--- src/eccsc_pkg.sv ---
package eccsc_pkg;

  // Register byte addresses
  localparam logic [31:0] ADDR_COMMAND = 32'h5000_6004;
  localparam logic [31:0] ADDR_LAUNCH = 32'h5000_6008;
  localparam logic [31:0] ADDR_STATUS = 32'h5000_600c;
  localparam logic [31:0] ADDR_IRQ_STAT = 32'h5000_6014;
  localparam logic [31:0] ADDR_IRQ_MASK = 32'h5000_6018;

  // Command, launch, status and interrupt register fields and reset values
  localparam int CMD_RECALC_BIT = 31;
  localparam int CMD_SIGNB_BIT = 30;
  localparam int CMD_SIGNA_BIT = 29;
  localparam int CMD_LEN_LSB = 8;
  localparam int CMD_FIELD_BIT = 7;
  localparam int LAUNCH_BIT = 0;
  localparam int STATUS_BUSY_BIT = 16;
  localparam int IRQ_DONE_BIT = 0;
  localparam int IRQ_RSVD_BIT = 1;
  localparam logic [31:0] COMMAND_RESET = 32'h0000_0000;
  localparam logic [31:0] LAUNCH_RESET = 32'h0000_0000;

  // Operation classes and low codes
  localparam logic [2:0] CLASS_PRIMITIVE = 3'h0;
  localparam logic [2:0] CLASS_HIGH_LEVEL = 3'h3;
  localparam logic [2:0] CLASS_FIRST_RESERVED = 3'h4;
  localparam logic [3:0] PRIM_ADD = 4'h1;
  localparam logic [3:0] PRIM_SUB = 4'h2;
  localparam logic [3:0] PRIM_MUL = 4'h3;
  localparam logic [3:0] PRIM_DIV = 4'h4;
  localparam logic [3:0] PRIM_PLAIN_MUL = 4'h8;
  localparam logic [3:0] HL_ECMQV2 = 4'h0;
  localparam logic [3:0] HL_ZKP = 4'h1;
  localparam logic [3:0] HL_DOMAIN = 4'h2;

  // Execution timing defaults
  localparam int CYCLES_PER_WORD = 4;
  localparam int RECALC_CYCLES = 16;

  typedef enum logic [3:0] {
    OP_RESERVED, OP_MOD_ADD, OP_MOD_SUB, OP_MOD_MUL, OP_MOD_DIV, OP_MULT,
    OP_ECMQV2, OP_ZKP_VERIFY, OP_DOMAIN_CHECK
  } eccsc_op_t;

  typedef enum logic [1:0] {ST_IDLE, ST_RECALC, ST_EXEC} eccsc_state_t;

  typedef struct packed {
    logic recalc;
    logic signB;
    logic signA;
    logic [7:0] operandLength;
    logic fieldBinary;
    logic [6:0] operationCode;
  } eccsc_cmd_t;

  typedef struct packed {
    logic opStart;
    eccsc_op_t opKind;
    logic opFieldBinary;
    logic [7:0] opLength;
  } eccsc_launch_t;

endpackage : eccsc_pkg

--- src/eccsc_ctrl.sv ---
`timescale 1ns/10ps

// Behaviour
// - The command holds a 7-bit operation code whose upper three bits pick the class, class zero being primitive arithmetic.
// - In class zero the low code selects reserved, add, subtract, odd-modulus multiply, odd-modulus divide or plain multiply.
// - Class three selects the high-level operations, low code zero being the second part of the key agreement.
// - In class three low code one is proof verification, two is domain parameter validation, others are reserved.
// - Classes four to seven are reserved and select no operation.
// - The launch bit is active high and sampled on the rising clock edge.
// - A rising launch bit starts the command currently held in the command register.
// - A launch while busy is ignored and the running command is not altered.
// - The launch bit clears itself when the operation completes.
// - A read-only busy flag is high while processing and low once the operation finishes.
// - The field bit selects a prime field when zero and a binary field when one.
// - An eight-bit field gives the operand length in 64-bit double words.
// - For a non-reserved operation, a set recalculation bit makes the block recompute the Montgomery constant first and then clear the bit.
module eccsc_ctrl #(
  parameter int CYCLES_PER_WORD = eccsc_pkg::CYCLES_PER_WORD,
  parameter int RECALC_CYCLES = eccsc_pkg::RECALC_CYCLES
) (
  // Clock and reset
  input wire logic mclk,
  input wire logic rstn,
  // APB slave
  input wire logic psel,
  input wire logic penable,
  input wire logic pwrite,
  input wire logic [31:0] paddr,
  input wire logic [31:0] pwdata,
  input wire logic [3:0] pstrb,
  output logic [31:0] prdata,
  output logic pready,
  output logic pslverr,
  // Launch toward the arithmetic core
  output eccsc_pkg::eccsc_launch_t opLaunch,
  output logic busy,
  // Interrupt
  output logic irq
);

  ////////////////////////////////////////////////////////////////////////////

  typedef struct packed {
    eccsc_pkg::eccsc_cmd_t cmd;
    logic launch;
    eccsc_pkg::eccsc_state_t state;
    logic [15:0] cnt;
    eccsc_pkg::eccsc_cmd_t work;
    logic [1:0] irqStat;
    logic [1:0] irqMask;
    logic [31:0] prdata;
    logic pready;
    logic pslverr;
    eccsc_pkg::eccsc_launch_t launchOut;
    logic busy;
    logic irq;
  } eccsc_regs_t;

  logic [1:0] rstSync;
  logic rstnSys;
  eccsc_regs_t s_r;
  eccsc_regs_t s_nxt;

  // Reset release through two flops
  always_ff @(posedge mclk or negedge rstn) begin
    if (!rstn) begin
      rstSync <= 2'h0;
    end else begin
      rstSync <= {rstSync[0], 1'b1};
    end
  end
  assign rstnSys = rstSync[1];

  ////////////////////////////////////////////////////////////////////////////

  function automatic eccsc_pkg::eccsc_op_t decodeOp(input logic [6:0] code);
    eccsc_pkg::eccsc_op_t k;
    k = eccsc_pkg::OP_RESERVED;
    if (code[6:4] == eccsc_pkg::CLASS_PRIMITIVE) begin
      case (code[3:0])
        eccsc_pkg::PRIM_ADD: k = eccsc_pkg::OP_MOD_ADD;
        eccsc_pkg::PRIM_SUB: k = eccsc_pkg::OP_MOD_SUB;
        eccsc_pkg::PRIM_MUL: k = eccsc_pkg::OP_MOD_MUL;
        eccsc_pkg::PRIM_DIV: k = eccsc_pkg::OP_MOD_DIV;
        eccsc_pkg::PRIM_PLAIN_MUL: k = eccsc_pkg::OP_MULT;
        default: k = eccsc_pkg::OP_RESERVED;
      endcase
    end else if (code[6:4] == eccsc_pkg::CLASS_HIGH_LEVEL) begin
      case (code[3:0])
        eccsc_pkg::HL_ECMQV2: k = eccsc_pkg::OP_ECMQV2;
        eccsc_pkg::HL_ZKP: k = eccsc_pkg::OP_ZKP_VERIFY;
        eccsc_pkg::HL_DOMAIN: k = eccsc_pkg::OP_DOMAIN_CHECK;
        default: k = eccsc_pkg::OP_RESERVED;
      endcase
    end
    // Classes 1, 2 and 4..7 stay reserved
    return k;
  endfunction : decodeOp

  // Execution length; empty length runs one word
  function automatic logic [15:0] execCycles(input logic [7:0] len);
    logic [15:0] words;
    words = (len == 8'h00) ? 16'h0001 : {8'h00, len};
    return 16'((32'(words) * CYCLES_PER_WORD));
  endfunction : execCycles

  ////////////////////////////////////////////////////////////////////////////

  logic access;
  logic wrCmd;
  logic wrLaunch;
  logic wrIrqStat;
  logic wrIrqMask;
  logic mapped;
  logic launchReq;
  logic finish;
  logic [1:0] irqEvt;
  eccsc_pkg::eccsc_cmd_t wcmd;

  always_comb begin
    s_nxt = s_r;
    access = psel && penable && s_r.pready;
    mapped = (paddr == eccsc_pkg::ADDR_COMMAND) || (paddr == eccsc_pkg::ADDR_LAUNCH) ||
      (paddr == eccsc_pkg::ADDR_STATUS) || (paddr == eccsc_pkg::ADDR_IRQ_STAT) ||
      (paddr == eccsc_pkg::ADDR_IRQ_MASK);
    wrCmd = access && pwrite && (paddr == eccsc_pkg::ADDR_COMMAND);
    wrLaunch = access && pwrite && (paddr == eccsc_pkg::ADDR_LAUNCH) && pstrb[0];
    wrIrqStat = access && pwrite && (paddr == eccsc_pkg::ADDR_IRQ_STAT) && pstrb[0];
    wrIrqMask = access && pwrite && (paddr == eccsc_pkg::ADDR_IRQ_MASK) && pstrb[0];
    launchReq = wrLaunch && pwdata[eccsc_pkg::LAUNCH_BIT];
    finish = 1'b0;
    irqEvt = 2'h0;
    s_nxt.launchOut.opStart = 1'b0;

    // Command register with byte lanes
    wcmd = s_r.cmd;
    if (wrCmd) begin
      if (pstrb[0]) begin
        wcmd.fieldBinary = pwdata[eccsc_pkg::CMD_FIELD_BIT];
        wcmd.operationCode = pwdata[6:0];
      end
      if (pstrb[1]) begin
        wcmd.operandLength = pwdata[eccsc_pkg::CMD_LEN_LSB +: 8];
      end
      if (pstrb[3]) begin
        wcmd.recalc = pwdata[eccsc_pkg::CMD_RECALC_BIT];
        wcmd.signB = pwdata[eccsc_pkg::CMD_SIGNB_BIT];
        wcmd.signA = pwdata[eccsc_pkg::CMD_SIGNA_BIT];
      end
    end
    s_nxt.cmd = wcmd;

    // Command sequencer
    case (s_r.state)
      eccsc_pkg::ST_IDLE: begin
        if (launchReq) begin
          s_nxt.launch = 1'b1;
          s_nxt.busy = 1'b1;
          s_nxt.work = s_r.cmd;
          s_nxt.launchOut.opStart = 1'b1;
          s_nxt.launchOut.opKind = decodeOp(s_r.cmd.operationCode);
          s_nxt.launchOut.opFieldBinary = s_r.cmd.fieldBinary;
          s_nxt.launchOut.opLength = s_r.cmd.operandLength;
          if (decodeOp(s_r.cmd.operationCode) == eccsc_pkg::OP_RESERVED) begin
            // Nothing to compute, leave memory alone
            s_nxt.state = eccsc_pkg::ST_EXEC;
            s_nxt.cnt = 16'h0001;
          end else if (s_r.cmd.recalc) begin
            s_nxt.state = eccsc_pkg::ST_RECALC;
            s_nxt.cnt = 16'(RECALC_CYCLES);
          end else begin
            s_nxt.state = eccsc_pkg::ST_EXEC;
            s_nxt.cnt = execCycles(s_r.cmd.operandLength);
          end
        end
      end
      eccsc_pkg::ST_RECALC: begin
        s_nxt.cnt = s_r.cnt - 16'h0001;
        if (s_r.cnt == 16'h0001) begin
          // Constant ready; a new set from software wins
          if (!(wrCmd && pstrb[3] && pwdata[eccsc_pkg::CMD_RECALC_BIT])) begin
            s_nxt.cmd.recalc = 1'b0;
          end
          s_nxt.state = eccsc_pkg::ST_EXEC;
          s_nxt.cnt = execCycles(s_r.work.operandLength);
        end
      end
      eccsc_pkg::ST_EXEC: begin
        s_nxt.cnt = s_r.cnt - 16'h0001;
        if (s_r.cnt == 16'h0001) begin
          finish = 1'b1;
        end
      end
      default: begin
        s_nxt.state = eccsc_pkg::ST_IDLE;
      end
    endcase

    // Completion clears launch and busy, posts the done event and, for a reserved operation, the reserved event
    if (finish) begin
      s_nxt.state = eccsc_pkg::ST_IDLE;
      s_nxt.launch = 1'b0;
      s_nxt.busy = 1'b0;
      irqEvt[eccsc_pkg::IRQ_DONE_BIT] = 1'b1;
      irqEvt[eccsc_pkg::IRQ_RSVD_BIT] = (s_r.launchOut.opKind == eccsc_pkg::OP_RESERVED);
    end

    // Sticky events, set wins over write-one-clear
    if (wrIrqStat) begin
      s_nxt.irqStat = s_r.irqStat & ~pwdata[1:0];
    end
    s_nxt.irqStat = s_nxt.irqStat | irqEvt;
    if (wrIrqMask) begin
      s_nxt.irqMask = pwdata[1:0];
    end
    s_nxt.irq = |(s_nxt.irqStat & s_nxt.irqMask);

    // APB answer in the access cycle
    s_nxt.pready = psel && !penable;
    s_nxt.pslverr = psel && !penable && !mapped;
    s_nxt.prdata = 32'h0000_0000;
    if (psel && !penable && !pwrite) begin
      case (paddr)
        eccsc_pkg::ADDR_COMMAND: begin
          s_nxt.prdata = {s_r.cmd.recalc, s_r.cmd.signB, s_r.cmd.signA, 13'h0000,
            s_r.cmd.operandLength, s_r.cmd.fieldBinary, s_r.cmd.operationCode};
        end
        eccsc_pkg::ADDR_LAUNCH: s_nxt.prdata = {31'h0000_0000, s_r.launch};
        eccsc_pkg::ADDR_STATUS: s_nxt.prdata[eccsc_pkg::STATUS_BUSY_BIT] = s_r.busy;
        eccsc_pkg::ADDR_IRQ_STAT: s_nxt.prdata = {30'h0000_0000, s_r.irqStat};
        eccsc_pkg::ADDR_IRQ_MASK: s_nxt.prdata = {30'h0000_0000, s_r.irqMask};
        default: s_nxt.prdata = 32'h0000_0000;
      endcase
    end
  end

  always_ff @(posedge mclk or negedge rstnSys) begin
    if (!rstnSys) begin
      s_r <= '0;
      s_r.cmd <= {eccsc_pkg::COMMAND_RESET[31:29], eccsc_pkg::COMMAND_RESET[15:0]};
      s_r.launch <= eccsc_pkg::LAUNCH_RESET[eccsc_pkg::LAUNCH_BIT];
      s_r.state <= eccsc_pkg::ST_IDLE;
      s_r.launchOut.opKind <= eccsc_pkg::OP_RESERVED;
    end else begin
      s_r <= s_nxt;
    end
  end

  assign prdata = s_r.prdata;
  assign pready = s_r.pready;
  assign pslverr = s_r.pslverr;
  assign opLaunch = s_r.launchOut;
  assign busy = s_r.busy;
  assign irq = s_r.irq;
endmodule : eccsc_ctrl

--- config.mk ---
export PLATFORM = sky130hd
export DESIGN_NAME = eccsc_ctrl
export DESIGN_NICKNAME = d
export VERILOG_FILES = /design/src/eccsc_pkg.sv /design/src/eccsc_ctrl.sv
export SDC_FILE = /design/constraint.sdc
export NUM_CORES = 1
export LEC_CHECK = 0
export BUFFER_PORTS_ARGS = -buffer_cell sky130_fd_sc_hd__buf_2
export CAP_MARGIN = 10
export CELL_PAD_IN_SITES_DETAIL_PLACEMENT = 1
export CELL_PAD_IN_SITES_GLOBAL_PLACEMENT = 2
export CORE_ASPECT_RATIO = 0.8
export CORE_UTILIZATION = 25
export DETAILED_ROUTE_END_ITERATION = 6
export HOLD_SLACK_MARGIN = 0.05
export PLACE_DENSITY = 0.71
export SETUP_SLACK_MARGIN = 0.4
export SLEW_MARGIN = 0
export SYNTH_ARGS = -nofsm -noshare
export SYNTH_HDL_FRONTEND = slang
export SYNTH_SLANG_ARGS = --single-unit
--- constraint.sdc ---
create_clock -name mclk -period 3.1 [get_ports mclk]
set_clock_uncertainty 0.1 [all_clocks]
set_input_delay 0.155 -clock mclk [delete_from_list [all_inputs] [get_ports mclk]]
set_output_delay 0.155 -clock mclk [all_outputs]
set_load 0.02 [all_outputs]
==> impl_metrics.json <==
{
  "combinationalPowerShare_pct": 4.7,
  "yosysWarnings": 0,
  "p_per_area_nw_per_um2": 409,
  "crit_chain": "dlygate4sd3_1, buf_2, nor4bb_2, nand3_1, or4_1, a2111oi_4, a21o_1",
  "fillers": 1923,
  "htreeDepth": 3,
  "setup_tns_ps": 0,
  "crit_required_ps": 3290,
  "design_area_sq_um": 5400,
  "multiInputGateArea_sq_um": 1990,
  "ir_drop_mv": 0.237,
  "maxCapViolations": 0,
  "dieArea_sq_um": 18100,
  "slew_headroom_pct": 27.9,
  "die_x_microns": 150,
  "clockBufferDepth": 2,
  "rows": 42,
  "overflow": 0,
  "grt_pass1_vias": 3795,
  "core-area_sq_um": 16900,
  "synth_top_area_share_pct": 46.7,
  "path_class": "in -> reg",
  "ios": 123,
  "syn_inst": 436,
  "pwr-share-clk_pct": 45.8,
  "synthesis.area_sq_um": 4390,
  "finalMaxSlewViolations": 0,
  "io_buffers": 96,
  "synth_most_common_cell": "dfrtp_1",
  "drc": 0,
  "drt_pass1_iterations": 4,
  "finalCritPeriodShare_pct": 80.5,
  "via_per_inst": 4.73,
  "cts_tree": "done",
  "crit_fanout": 9,
  "start_util_pct": 26.0,
  "grt_pass1_wl_microns": 19900,
  "worst_slew_pin_slew_ps": 1080,
  "cts_sinks": 82,
  "drtIter0Drc": 118,
  "p_sw_mw": 0.532,
  "internal_power_mw": 1.68,
  "antenna_found_initial": 0,
  "status": "finished clean",
  "leakage_nw": 2.61,
  "power_frac_seq_pct": 49.5,
  "period_needed_ps": 2490,
  "fmax_ghz": 0.401,
  "clk_latency_ps": 350,
  "seqCellArea_sq_um": 2060,
  "setup_violations": 0,
  "place_hpwl_microns": 8790,
  "clk_pin_slew_ps": 60,
  "start_kind": "input port",
  "netlist_top_cells_area": "dfrtp_1 (47%), buf_4 (8.0%), mux2_2 (5.6%), nand2_1 (4.8%), nor2_1 (3.0%)",
  "slowest_stage": "or4_1",
  "whs_ps": 67.1,
  "hold_viol": 0,
  "synthFlopType": "dfrtp_1",
  "synth_seq_cells": 82,
  "wl_per_cell_microns": 16.0,
  "synthTopCellsByCount": "dfrtp_1 (82), nand2_1 (56), buf_4 (47)",
  "swShare_pct": 24.1,
  "routabilityCongestion": 0.807,
  "areaGrowthSynthToFinish_pct": 22.9,
  "grt_use_total_pct": 14.3,
  "critPathMaxStageDelay_ps": 670,
  "fin_nets": 606,
  "synth.distinct_cells": 61,
  "ant_nets": 0,
  "cts_setup_buffers": 0,
  "grt_max_degree": 81,
  "root_buffer": "clkbuf_16",
  "synth_edf_count": 0,
  "end_kind": "register",
  "cts_buffers": 9,
  "avgSynthCellArea_sq_um": 10.1,
  "wl_microns": 12100,
  "yosysSeqAreaShare_pct": 46.7,
  "placed_cell_area_sq_um": 4860,
  "async_flop_share_pct": 100,
  "drive_gt1_share_pct": 30.8,
  "worstPathArrival_ps": 2680,
  "rsz0062_at_grt": "false",
  "hold_class": "in -> reg",
  "diodes": 0,
  "vias": 3558,
  "synth_area_leader_cell": "dfrtp_1",
  "dieHeight_microns": 121
}
==> worst max-delay path: cells and delay by family <==
family,cells,cell delay (ps)
AND/OR/NAND/NOR,3,1360
AO/OA/AOI/OAI,2,500
buffers and inverters,2,670
==> path summary, 6_finish.rpt <==
kind | from | to | slack [ps] | depth (start not counted)
worst max-delay path | pwdata[0] | s_r[89] | 610 | 7
max in group asynchronous | rstSync[1] | prdata[1] | 1770 | 0
worst max register to register | s_r[74] | s_r[85] | 630 | 9
worst min register to register | rstSync[0] | rstSync[1] | 250 | 0
min in group asynchronous | rstSync[1] | s_r[97] | 430 | 0
worst min-delay path | penable | pslverr | 70 | 3
==> power by group through the flow <==
stage | clock (mW) | combinational (mW) | sequential (mW)
2_1_floorplan | 0 | 0.0423 | 1.11
3_3_place_gp | 0 | 0.0797 | 1.12
3_5_place_dp | 0 | 0.0821 | 1.12
5_1_grt | 1.09 | 0.114 | 1.10
4_1_cts | 1.05 | 0.104 | 1.10
6_report | 1.01 | 0.105 | 1.09
==> flip-flops by register name, indices dropped and copies added (netlist names) <==
| register | cells |
|---|---|
| prdata | 20 |
| rstSync | 2 |
| pready | 1 |
| pslverr | 1 |
| s_r | 42 |
| irq | 1 |
| opLaunch | 14 |
| busy | 1 |
==> repair_timing <==
| item | in CTS | in global routing |
|---|---|---|
| hold buffers | 24 | 0 |
| setup endpoints to repair | 0 | 17 |
| hold endpoints to repair | 27 | 0 |
| gates resized for setup | 0 | 3 |
==> placed cells by master (no fill, tap or decap), types with 4 or more instances in the layout <==
cell           synthesis  layout
buf_2                  1      96
dfrtp_1               82      81
nand2_1               56      56
nor2_1                35      35
dlygate4sd3_1          0      24
o21ai_0               23      23
mux2_2                22      22
and2_1                17      17
conb_1                 2      13
nor3_1                12      12
a21oi_1               11      11
clkbuf_16              0       9
inv_1                  8       8
nor4_1                 9       8
or3_1                  7       7
buf_4                 47       7
nand3_1                6       6
o41ai_1                5       5
o21a_1                 5       5
nand4_1                5       5
o31ai_1                5       5
ha_1                   5       5
nand2b_1               4       4
nor4b_2                2       4
==> area by class of cell <==
cell class,count,area share [%]
repair buffers,127,14.3
well taps,220,5.10
clock inverters,6,0.904
inverters,8,0.556
flip-flops and latches,82,38.1
multi-input cells,300,36.8
clock buffers,10,4.24
==> metrics by stage <==
| step | setup WS, ps | power, mW | std cells | utilization (%) |
|---|---|---|---|---|
| finish | 605 | 2.21 | 753 | 32.0 |
| CTS | 465 | 2.25 | 753 | 31.9 |
| global placement | 582 | 1.20 | 713 | 28.8 |
| floorplan | 547 | 1.15 | 447 | - |
| detailed placement | 486 | 1.20 | 713 | 28.8 |
| global route | 401 | 2.30 | 753 | 32.0 |
==> layer usage <==
metal | up-vias | GRT usage [%] | part of all wire, %
li1 | 1685 | - | -
met1 | 1763 | 18.9 | 48
met2 | 99 | 22.8 | 46
met3 | 11 | 3.89 | 5.3
met4 | 0 | 4.17 | 1.1
met5 | - | 0 | 0
==> kinds of logic after synthesis <==
| group | Yosys count | share of synthesized area [%] |
|---|---|---|
| compound gates | 76 | 12.3 |
| mux | 24 | 6.09 |
| flops | 82 | 46.7 |
| other cells | 2 | 0.171 |
| simple gates | 182 | 23.7 |
| fa+ha+maj | 5 | 1.42 |
| buf+inv | 65 | 9.60 |
No activity file was read; power rests on OpenSTA's default activity.
